<file path="config.mk">
export PLATFORM = sky130hd
export DESIGN_NAME = spimf_core
export DESIGN_NICKNAME = d
export VERILOG_FILES = /design/src/core/spimf_pkg.sv /design/src/core/spimf_core.sv
export SDC_FILE = /design/constraint.sdc
export NUM_CORES = 1
export LEC_CHECK = 0
export ABC_AREA = 1
export BUFFER_PORTS_ARGS = -buffer_cell sky130_fd_sc_hd__buf_2
export CAP_MARGIN = 20
export CORE_MARGIN = 2
export CORE_UTILIZATION = 61
export CTS_BUF_LIST = sky130_fd_sc_hd__clkbuf_16
export DETAILED_ROUTE_END_ITERATION = 8
export GPL_TIMING_DRIVEN = 0
export PLACE_DENSITY = 0.84
export SYNTH_ARGS = -nofsm -noshare
export SYNTH_HDL_FRONTEND = slang
export SYNTH_SLANG_ARGS = --single-unit
</file>
<file path="constraint.sdc">
create_clock -name core_clk -period 5.8 [get_ports core_clk]
set_clock_uncertainty 0.05 [all_clocks]
set_input_delay 0.58 -clock core_clk [delete_from_list [all_inputs] [get_ports core_clk]]
set_output_delay 0.58 -clock core_clk [all_outputs]
set_load 0.05 [all_outputs]
</file>
<file path="src/core/spimf_pkg.sv">
package spimf_pkg;
    // Register addresses on the plain register port
    localparam logic [1:0] ADDR_STATUS = 2'h0;
    localparam logic [1:0] ADDR_CON1 = 2'h1;
    localparam logic [1:0] ADDR_CON2 = 2'h2;
    localparam logic [1:0] ADDR_BUFFER = 2'h3;
    // Status and control fields
    localparam int ST_ENABLE = 15;
    localparam int ST_SIDL = 13;
    localparam int ST_ROV = 6;
    localparam int ST_TBF = 1;
    localparam int ST_RBF = 0;
    // Control one fields
    localparam int C1_CKDIS = 12;
    localparam int C1_DODIS = 11;
    localparam int C1_WIDTH = 10;
    localparam int C1_SMP = 9;
    localparam int C1_CKE = 8;
    localparam int C1_SELECT_PIN_ENABLE = 7;
    localparam int C1_CPOL = 6;
    localparam int C1_MASTER_ENABLE = 5;
    localparam int C1_SECONDARY_PRESCALE_LSB = 2;
    localparam int C1_PRIMARY_PRESCALE_LSB = 0;
    localparam logic [15:0] C1_MASK = 16'h1FFF;
    // Control two fields
    localparam int C2_FRAMING_ENABLE = 15;
    localparam int C2_DIR = 14;
    localparam int C2_POL = 13;
    localparam int C2_DLY = 1;
    localparam logic [15:0] C2_MASK = 16'hE002;
    localparam logic [15:0] REG_RESET = 16'h0000;
    // Edge counts of one transfer
    localparam logic [5:0] EDGES_WORD = 6'h20;
    localparam logic [5:0] EDGES_BYTE = 6'h10;
    localparam logic [5:0] SYNC_PRE = 6'h02;
    localparam logic [5:0] SYNC_LEN = 6'h02;
    typedef enum logic [1:0] {
        SPIMF_IDLE = 2'b00,
        SPIMF_RUN = 2'b01
    } spimf_state_t;
    typedef struct packed {
        logic shift_clock;
        logic shift_clock_en;
        logic data_out;
        logic data_out_en;
        logic select;
        logic select_en;
    } spimf_pins_t;
endpackage : spimf_pkg

</file>
<file path="src/core/spimf_core.sv">
// Strobed register access and the placing of the registers were left to the implementer.
`timescale 1ns/100ps
// Contract
// - 16-bit shift register plus software buffer
// - Master drives clock; slave takes it in
// - Enable bit hands pins to port
// - Stop-in-idle halts port during idle
// - Unread data: discard new, set overflow
// - Transmit full set on write, cleared on load
// - Receive full set on move, cleared on read
// - Clock disable releases master clock pin
// - Data-out disable releases data pin
// - Width bit picks 16 or 8 bits
// - Sample phase: end or middle sampling
// - Clock edge bit picks output change edge
// - Polarity bit sets clock idle level
// - Select enable uses slave select in slave
// - Master enable picks master or slave
// - Framed: select pin carries sync, direction bit
// - Sync polarity bit sets pulse level
// - Sync edge bit: coincident or one before
module spimf_core (
    // Clock and reset
    input wire logic core_clk,
    input wire logic rst_n,
    // Register port
    input wire logic [1:0] reg_addr,
    input wire logic [15:0] reg_wdata,
    input wire logic reg_wr,
    input wire logic reg_rd,
    output logic [15:0] reg_rdata,
    // Device power state
    input wire logic idle_mode,
    // Serial pins
    input wire logic shift_clock_pin,
    input wire logic serial_data_in_pin,
    input wire logic slave_select_pin_n,
    output spimf_pkg::spimf_pins_t pin_out
);
    logic rst_m_n, rst_q_n;
    logic sck_m, sck_s, sck_p, sdi_m, sdi_s, ss_m, ss_s;
    logic enable_reg, sidl_reg;
    logic [15:0] con1_reg, con2_reg;
    logic [15:0] tx_hold_reg, rx_hold_reg;
    logic tbf_reg, rbf_reg, rov_reg;
    logic [15:0] sr_reg, cap_reg, cap_next;
    logic [5:0] k_reg, kn, ken, pre, last, n2;
    logic act_reg;
    logic [9:0] div_reg, half;
    spimf_pkg::spimf_state_t state_reg;
    logic ckdis, dodis, wide, sample_phase, cke, select_pin_enable, cpol, master;
    logic framing, sync_dir, sync_pol, sync_dly, framed_in;
    logic halt, run_ok, wr_buf, rd_buf, tick, slv_edge, slv_lead;
    logic sync_in_act, selected, abort, start, load, adv, done;
    logic smp_now, shift_now, tog, cke_eff, sync_act;

    function automatic logic [9:0] half_period(input logic [1:0] primary_prescale, input logic [2:0] secondary_prescale);
        logic [9:0] prim;
        logic [3:0] sec;
        prim = 10'h001;
        case (primary_prescale)
            2'h0: prim = 10'h040;
            2'h1: prim = 10'h010;
            2'h2: prim = 10'h004;
            default: prim = 10'h001;
        endcase
        sec = 4'h8 - {1'b0, secondary_prescale};
        half_period = 10'(prim * {6'h00, sec});
    endfunction : half_period

    always_ff @(posedge core_clk or negedge rst_n) begin
        if (!rst_n) begin
            rst_m_n <= 1'b0;
            rst_q_n <= 1'b0;
        end else begin
            rst_m_n <= 1'b1;
            rst_q_n <= rst_m_n;
        end
    end

    // Pin synchronisers
    always_ff @(posedge core_clk or negedge rst_q_n) begin
        if (!rst_q_n) begin
            sck_m <= 1'b0;
            sck_s <= 1'b0;
            sck_p <= 1'b0;
            sdi_m <= 1'b0;
            sdi_s <= 1'b0;
            ss_m <= 1'b1;
            ss_s <= 1'b1;
        end else begin
            sck_m <= shift_clock_pin;
            sck_s <= sck_m;
            sck_p <= sck_s;
            sdi_m <= serial_data_in_pin;
            sdi_s <= sdi_m;
            ss_m <= slave_select_pin_n;
            ss_s <= ss_m;
        end
    end

    assign ckdis = con1_reg[spimf_pkg::C1_CKDIS];
    assign dodis = con1_reg[spimf_pkg::C1_DODIS];
    assign wide = con1_reg[spimf_pkg::C1_WIDTH];
    assign sample_phase = con1_reg[spimf_pkg::C1_SMP];
    assign cke = con1_reg[spimf_pkg::C1_CKE];
    assign select_pin_enable = con1_reg[spimf_pkg::C1_SELECT_PIN_ENABLE];
    assign cpol = con1_reg[spimf_pkg::C1_CPOL];
    assign master = con1_reg[spimf_pkg::C1_MASTER_ENABLE];
    assign framing = con2_reg[spimf_pkg::C2_FRAMING_ENABLE];
    assign sync_dir = con2_reg[spimf_pkg::C2_DIR];
    assign sync_pol = con2_reg[spimf_pkg::C2_POL];
    assign sync_dly = con2_reg[spimf_pkg::C2_DLY];
    assign framed_in = framing & sync_dir;
    assign halt = sidl_reg & idle_mode;
    assign run_ok = enable_reg & !halt;
    assign wr_buf = reg_wr && (reg_addr == spimf_pkg::ADDR_BUFFER);
    assign rd_buf = reg_rd && (reg_addr == spimf_pkg::ADDR_BUFFER);

    // Control registers
    always_ff @(posedge core_clk or negedge rst_q_n) begin
        if (!rst_q_n) begin
            enable_reg <= 1'b0;
            sidl_reg <= 1'b0;
            con1_reg <= spimf_pkg::REG_RESET;
            con2_reg <= spimf_pkg::REG_RESET;
        end else if (reg_wr) begin
            if (reg_addr == spimf_pkg::ADDR_STATUS) begin
                enable_reg <= reg_wdata[spimf_pkg::ST_ENABLE];
                sidl_reg <= reg_wdata[spimf_pkg::ST_SIDL];
            end else if (reg_addr == spimf_pkg::ADDR_CON1) begin
                con1_reg <= reg_wdata & spimf_pkg::C1_MASK;
            end else if (reg_addr == spimf_pkg::ADDR_CON2) begin
                con2_reg <= reg_wdata & spimf_pkg::C2_MASK;
            end
        end
    end

    // Read port
    always_ff @(posedge core_clk or negedge rst_q_n) begin
        if (!rst_q_n) begin
            reg_rdata <= 16'h0000;
        end else if (reg_rd) begin
            reg_rdata <= 16'h0000;
            if (reg_addr == spimf_pkg::ADDR_STATUS) begin
                reg_rdata[spimf_pkg::ST_ENABLE] <= enable_reg;
                reg_rdata[spimf_pkg::ST_SIDL] <= sidl_reg;
                reg_rdata[spimf_pkg::ST_ROV] <= rov_reg;
                reg_rdata[spimf_pkg::ST_TBF] <= tbf_reg;
                reg_rdata[spimf_pkg::ST_RBF] <= rbf_reg;
            end else if (reg_addr == spimf_pkg::ADDR_CON1) begin
                reg_rdata <= con1_reg;
            end else if (reg_addr == spimf_pkg::ADDR_CON2) begin
                reg_rdata <= con2_reg;
            end else begin
                reg_rdata <= rx_hold_reg;
            end
        end else begin
            reg_rdata <= 16'h0000;
        end
    end

    // Transmit holding
    always_ff @(posedge core_clk or negedge rst_q_n) begin
        if (!rst_q_n) begin
            tx_hold_reg <= 16'h0000;
            tbf_reg <= 1'b0;
        end else begin
            if (wr_buf) begin
                tx_hold_reg <= reg_wdata;
            end
            // Full on write, empty on load
            if (wr_buf) begin
                tbf_reg <= 1'b1;
            end else if (load) begin
                tbf_reg <= 1'b0;
            end
        end
    end

    // Slave clock edges and frame sync input
    assign slv_edge = sck_s != sck_p;
    assign slv_lead = slv_edge & (sck_s != cpol);
    assign sync_in_act = ss_s == sync_pol;
    assign selected = !select_pin_enable | !ss_s;
    assign abort = !master & !framing & select_pin_enable & ss_s;
    assign start = framed_in ? (master ? (tbf_reg & sync_in_act) : (slv_lead & sync_in_act))
                             : (master ? tbf_reg : selected);
    assign load = (state_reg == spimf_pkg::SPIMF_IDLE) & run_ok & start & tbf_reg;
    assign adv = (state_reg == spimf_pkg::SPIMF_RUN) & run_ok & (master ? tick : slv_edge);

    assign half = half_period(con1_reg[spimf_pkg::C1_PRIMARY_PRESCALE_LSB +: 2], con1_reg[spimf_pkg::C1_SECONDARY_PRESCALE_LSB +: 3]);
    assign tick = master & (div_reg == 10'h000);

    always_ff @(posedge core_clk or negedge rst_q_n) begin
        if (!rst_q_n) begin
            div_reg <= 10'h000;
        end else if (state_reg != spimf_pkg::SPIMF_RUN || !enable_reg) begin
            div_reg <= half - 10'h001;
        end else if (!halt) begin
            if (div_reg == 10'h000) begin
                div_reg <= half - 10'h001;
            end else begin
                div_reg <= div_reg - 10'h001;
            end
        end
    end

    // Edge bookkeeping
    always_comb begin
        cke_eff = cke & !framing;
        n2 = wide ? spimf_pkg::EDGES_WORD : spimf_pkg::EDGES_BYTE;
        // Sync ahead adds one bit clock
        pre = (framing & !sync_dly) ? spimf_pkg::SYNC_PRE : 6'h00;
        // End sampling needs one more half period
        last = pre + n2 + {5'h00, master & sample_phase & !cke_eff};
        kn = k_reg + 6'h01;
        ken = kn - pre;
        // Middle or end of output time
        if (master & sample_phase) begin
            smp_now = cke_eff ? !ken[0] : (ken[0] && ken > 6'h01);
        end else begin
            smp_now = cke_eff ? ken[0] : !ken[0];
        end
        shift_now = cke_eff ? (!ken[0] && ken < n2) : (ken[0] && ken > 6'h01);
        tog = kn <= pre + n2;
        cap_next = cap_reg;
        if (adv && kn > pre && smp_now) begin
            cap_next = {cap_reg[14:0], sdi_s};
        end
    end
    // Move only after the last edge
    assign done = adv & (kn == last);

    // Shift engine
    always_ff @(posedge core_clk or negedge rst_q_n) begin
        if (!rst_q_n) begin
            state_reg <= spimf_pkg::SPIMF_IDLE;
            k_reg <= 6'h00;
            act_reg <= 1'b0;
            sr_reg <= 16'h0000;
            cap_reg <= 16'h0000;
        end else if (!enable_reg) begin
            state_reg <= spimf_pkg::SPIMF_IDLE;
            k_reg <= 6'h00;
            act_reg <= 1'b0;
        end else if (!halt) begin
            case (state_reg)
                spimf_pkg::SPIMF_IDLE: begin
                    act_reg <= 1'b0;
                    if (start) begin
                        state_reg <= spimf_pkg::SPIMF_RUN;
                        k_reg <= (framed_in & !master) ? 6'h01 : 6'h00;
                        cap_reg <= 16'h0000;
                        if (tbf_reg) begin
                            sr_reg <= tx_hold_reg;
                        end
                    end
                end
                spimf_pkg::SPIMF_RUN: begin
                    if (abort) begin
                        state_reg <= spimf_pkg::SPIMF_IDLE;
                    end else if (adv) begin
                        k_reg <= kn;
                        cap_reg <= cap_next;
                        if (kn > pre && shift_now) begin
                            sr_reg <= {sr_reg[14:0], 1'b0};
                        end
                        if (tog) begin
                            act_reg <= ~act_reg;
                        end
                        if (kn == last) begin
                            state_reg <= spimf_pkg::SPIMF_IDLE;
                            act_reg <= 1'b0;
                        end
                    end
                end
                default: state_reg <= spimf_pkg::SPIMF_IDLE;
            endcase
        end
    end

    // Receive holding
    always_ff @(posedge core_clk or negedge rst_q_n) begin
        if (!rst_q_n) begin
            rx_hold_reg <= 16'h0000;
            rbf_reg <= 1'b0;
            rov_reg <= 1'b0;
        end else begin
            // Discard and flag on unread data
            if (done && rbf_reg && !rd_buf) begin
                rov_reg <= 1'b1;
            end else if (reg_wr && reg_addr == spimf_pkg::ADDR_STATUS && !reg_wdata[spimf_pkg::ST_ROV]) begin
                rov_reg <= 1'b0;
            end
            // Full on move, empty on read
            if (done && (!rbf_reg || rd_buf)) begin
                rx_hold_reg <= wide ? cap_next : {8'h00, cap_next[7:0]};
                rbf_reg <= 1'b1;
            end else if (rd_buf) begin
                rbf_reg <= 1'b0;
            end
        end
    end

    // Sync pulse over first or preceding bit clock
    assign sync_act = (state_reg == spimf_pkg::SPIMF_RUN) & (k_reg < spimf_pkg::SYNC_LEN);

    // Pin drive
    always_ff @(posedge core_clk or negedge rst_q_n) begin
        if (!rst_q_n) begin
            pin_out <= '0;
        end else begin
            pin_out.shift_clock <= cpol ^ act_reg;
            pin_out.shift_clock_en <= enable_reg & master & !ckdis;
            pin_out.data_out <= wide ? sr_reg[15] : sr_reg[7];
            pin_out.data_out_en <= enable_reg & !dodis & (master | framing | selected);
            // Sync output only as sync master
            pin_out.select <= sync_pol ? sync_act : !sync_act;
            pin_out.select_en <= enable_reg & framing & !sync_dir;
        end
    end
endmodule : spimf_core

</file>
==> impl_metrics.prom <==
# TYPE chip_impl_metric gauge
chip_impl_metric{name="drc_errors",unit=""} 0
chip_impl_info{name="hold_path.class",value="input port to flop"} 1
chip_impl_metric{name="relSlewSlack",unit="%"} 46.1
chip_impl_metric{name="fmax",unit="MHz"} 293
chip_impl_metric{name="worst-endpoint-required",unit="ns"} 6.03
chip_impl_metric{name="fin_crit_sh",unit="%"} 58.8
chip_impl_metric{name="clk_transition_reported_paths",unit="ns"} 0.06
chip_impl_info{name="yosysTopAreaCell",value="dfrtp_1"} 1
chip_impl_info{name="clock-root-buffer",value="clkbuf_16"} 1
chip_impl_info{name="ys_dominant_reg_cell",value="dfrtp_1"} 1
chip_impl_metric{name="routabilityCongestion",unit=""} 0.894
chip_impl_info{name="start_kind",value="flop"} 1
chip_impl_metric{name="drt_wl_total",unit="µm"} 17200
chip_impl_metric{name="globalRouteTotalUtil",unit="%"} 28.6
chip_impl_metric{name="final.min_clock_period",unit="ns"} 3.41
chip_impl_info{name="worstSetupPathType",value="flop to flop"} 1
chip_impl_metric{name="netlist-cell-type-count",unit=""} 40
chip_impl_metric{name="finalNonFillerCells",unit=""} 1142
chip_impl_metric{name="antennaDiodeCount",unit=""} 0
chip_impl_metric{name="floorplan.die_area",unit="mm²"} 0.0129
chip_impl_metric{name="longest_clk_path_bufs",unit=""} 2
chip_impl_metric{name="yosysSeqAreaShare",unit="%"} 46.0
chip_impl_metric{name="die_y_extent",unit="µm"} 114
chip_impl_metric{name="transition_at_the_pin_with_the_smallest_max_transition_slack",unit="ns"} 0.809
chip_impl_metric{name="global_route_overflow",unit=""} 0
chip_impl_metric{name="drv_cap",unit=""} 0
chip_impl_info{name="crit_chain",value="inv_1 -> ha_1 -> inv_1 -> nand2_1 -> nand2_1 -> nor2_1 -> inv_1 -> fa_1 -> fa_1 -> inv_1 -> ha_1 -> nand2_1 -> nor2_1 -> nand2_1 -> o211ai_1 -> a21oi_1 -> o21ai_0 -> o211ai_1 -> o21ai_0"} 1
chip_impl_metric{name="io_pins",unit=""} 48
chip_impl_metric{name="insertion_delay",unit="ns"} 0.42
chip_impl_metric{name="maximum_number_of_pins_on_one_net_before_global_route_repair",unit=""} 73
chip_impl_metric{name="final-setup-viol-count",unit=""} 0
chip_impl_metric{name="number_of_enable_flip_flop_cells_after_synthesis",unit=""} 0
chip_impl_metric{name="detail_route.vias_per_cell",unit=""} 5.58
chip_impl_metric{name="worstPathArrival",unit="ns"} 3.65
chip_impl_metric{name="critPathMaxFanout",unit=""} 6
chip_impl_metric{name="holdBufCountCts",unit=""} 1
chip_impl_metric{name="report.power.total",unit="mW"} 3.14
chip_impl_metric{name="routed_wire_length_per_instance",unit="µm"} 15.1
chip_impl_metric{name="dp.cells",unit=""} 1109
chip_impl_metric{name="dr_vias",unit=""} 6378
chip_impl_metric{name="timing.final.max_slew_violations",unit=""} 0
chip_impl_metric{name="worst-r2r-setup-slack",unit="ns"} 2.39
chip_impl_metric{name="flow.area_growth_from_synthesis",unit="%"} 13.5
chip_impl_metric{name="power.static_leakage",unit="nW"} 4.47
chip_impl_metric{name="initial_utilization",unit="%"} 61.9
chip_impl_info{name="synth.most_common_cell",value="nand2_1"} 1
chip_impl_info{name="worst_hold_launch",value="shift_clock_pin"} 1
chip_impl_metric{name="num_rows",unit=""} 40
chip_impl_metric{name="h-tree-depth",unit=""} 4
chip_impl_metric{name="dp.final_hpwl",unit="µm"} 12400
chip_impl_metric{name="layout-drive-gt1-share",unit="%"} 15.9
chip_impl_metric{name="postSynthNetCount",unit=""} 967
chip_impl_metric{name="port-buffer-count",unit=""} 47
chip_impl_metric{name="grt_pass1_vias",unit=""} 6065
chip_impl_metric{name="worst_hold_path.num_cells",unit=""} 1
chip_impl_info{name="ys_top_cells_by_area",value="dfrtp_1, nand2_1, nand3_1"} 1
chip_impl_info{name="crit-reg2reg-launch",value="con1_reg[2]"} 1
chip_impl_metric{name="post-route-util",unit="%"} 70.3
chip_impl_info{name="worst_r2r_endpoint",value="div_reg[9]"} 1
chip_impl_metric{name="num-fill-cells",unit=""} 929
chip_impl_metric{name="chipWidth",unit="µm"} 114
chip_impl_metric{name="final_antenna_net_count",unit=""} 0
chip_impl_metric{name="placeableCoreArea",unit="mm²"} 0.0119
chip_impl_info{name="worst_setup_path_end_kind",value="flop"} 1
chip_impl_metric{name="reg2reg_depth",unit=""} 19
chip_impl_info{name="cp_slowest_cell",value="fa_1"} 1
chip_impl_metric{name="final.setup.tns",unit="ns"} 0
chip_impl_metric{name="cts.repair.resized",unit=""} 0
chip_impl_metric{name="cts_num_sinks",unit=""} 135
chip_impl_metric{name="cpPeakStageDelay",unit="ns"} 0.42
chip_impl_info{name="hold_path_end",value="sck_m"} 1
chip_impl_metric{name="synth_async_sr_flop_share",unit="%"} 100
chip_impl_info{name="run_status",value="finished, final reports clean"} 1
chip_impl_metric{name="yosys.area.top_type_share",unit="%"} 45.3
chip_impl_metric{name="wire_length_of_the_first_global_routing_pass",unit="µm"} 29200
chip_impl_metric{name="syn-cell-area",unit="mm²"} 0.00734
chip_impl_metric{name="yosysWarnings",unit=""} 0
chip_impl_metric{name="dr.pass1.iters",unit=""} 6
chip_impl_metric{name="power_density",unit="mW/mm²"} 377
chip_impl_metric{name="synth.ff_latch_count",unit=""} 135
chip_impl_info{name="rsz0062_at_grt",value="false"} 1
chip_impl_info{name="cts_tree",value="done"} 1
chip_impl_metric{name="finalHoldViolCount",unit=""} 0
chip_impl_metric{name="first_iter_violations",unit=""} 590
chip_impl_metric{name="cts_made_buffers",unit=""} 17
chip_impl_metric{name="peak_supply_drop",unit="µV"} 332
chip_impl_metric{name="layout.nets",unit=""} 1035
chip_impl_metric{name="syn_area_per_cell",unit="µm²"} 8.03
chip_impl_metric{name="cts.repair_timing.setup_buffer_count",unit=""} 0
chip_impl_info{name="netlist_top_cells_count",value="nand2_1, dfrtp_1, nand3_1"} 1
chip_impl_metric{name="antenna_found_initial",unit=""} 0
chip_impl_metric{name="syn_inst",unit=""} 914
==> area by class of cell <==
cell class	count	area [µm²]	share of cell area (%)
well taps	147	184	2.21
flip-flops and latches	135	3380	40.6
plain buffers	30	178	2.13
clock buffers	17	425	5.10
repair buffers	49	273	3.27
inverters	110	413	4.95
clock inverters	15	105	1.26
multi-input cells	639	3370	40.5
==> through the flow <==
step           cell area [µm²]  setup WS [ns]  hold WS [ns]
2_1_floorplan             7340           1.71         0.234
3_3_place_gp              7760          0.295         0.284
3_5_place_dp              7790           2.41         0.286
4_1_cts                   8330           2.35         0.205
5_1_grt                   8330           2.06         0.198
6_report                  8330           2.39         0.213
==> where the power goes <==
group          leakage, nW  switching (mW)  internal, mW
sequential            1.75           0.122          1.10
clock                0.280           0.395         0.576
combinational         2.44           0.623         0.331
total                 4.47            1.14          2.00
==> worst max-delay path, delay by kind of cell (launching register included) <==
| kind | cells | cell delay, ns |
|---|---|---|
| fa+ha+maj | 4 | 1.29 |
| simple gates | 6 | 0.54 |
| buf+inv | 4 | 0.41 |
| flops | 1 | 0.41 |
| compound gates | 5 | 0.58 |
==> routing by layer <==
metal / up-vias / track usage (%) / wire, µm
met5: - / 0 / 0
met4: 0 / 8.46 / 267
met3: 30 / 6.00 / 1090
met2: 240 / 46.3 / 8330
met1: 3045 / 39.4 / 7500
li1: 3063 / - / -
==> cells in the final DEF, fill, tap and decap left out, types with 5 or more instances in the layout <==
cell,count
o31ai_1,5
clkbuf_1,16
xor2_1,7
nor2_1,35
nor2_2,5
o21ai_1,6
nand2_4,15
o211ai_1,7
buf_2,51
inv_2,9
clkbuf_16,17
fa_1,6
dfrtp_1,132
nand3_1,105
nand4_1,9
o21ai_0,61
ha_1,21
buf_4,5
nand2_1,280
nor3_1,7
inv_1,106
nand2_2,27
a21oi_1,19
==> how the worst max path moves through the flow <==
stage	from	endpoint	slack, ns	cells after the start
3_5_place_dp	con1_reg[2]	div_reg[8]	2.41	19
5_1_grt	con1_reg[1]	div_reg[9]	2.06	17
2_1_floorplan	rst_q_n	act_reg	1.71	0
6_report	con1_reg[2]	div_reg[9]	2.39	19
3_3_place_gp	rst_q_n	div_reg[4]	0.29	0
4_1_cts	con1_reg[2]	div_reg[9]	2.35	19
==> kinds of logic (layout without fill, tap and decap cells) <==
| family | after synthesis | in the layout | share of synthesized area (%) |
|---|---|---|---|
| xor gates and xnor gates | 12 | 12 | 1.53 |
| buffers and inverters | 140 | 221 | 8.04 |
| and+or+nand+nor | 491 | 491 | 30.8 |
| AOI/OAI and AO/OA | 108 | 108 | 8.30 |
| other | 1 | 1 | 0.0511 |
| adders and majority gates | 27 | 27 | 5.21 |
| DFF | 135 | 135 | 46.0 |
Power figures use the tool's default switching activity.
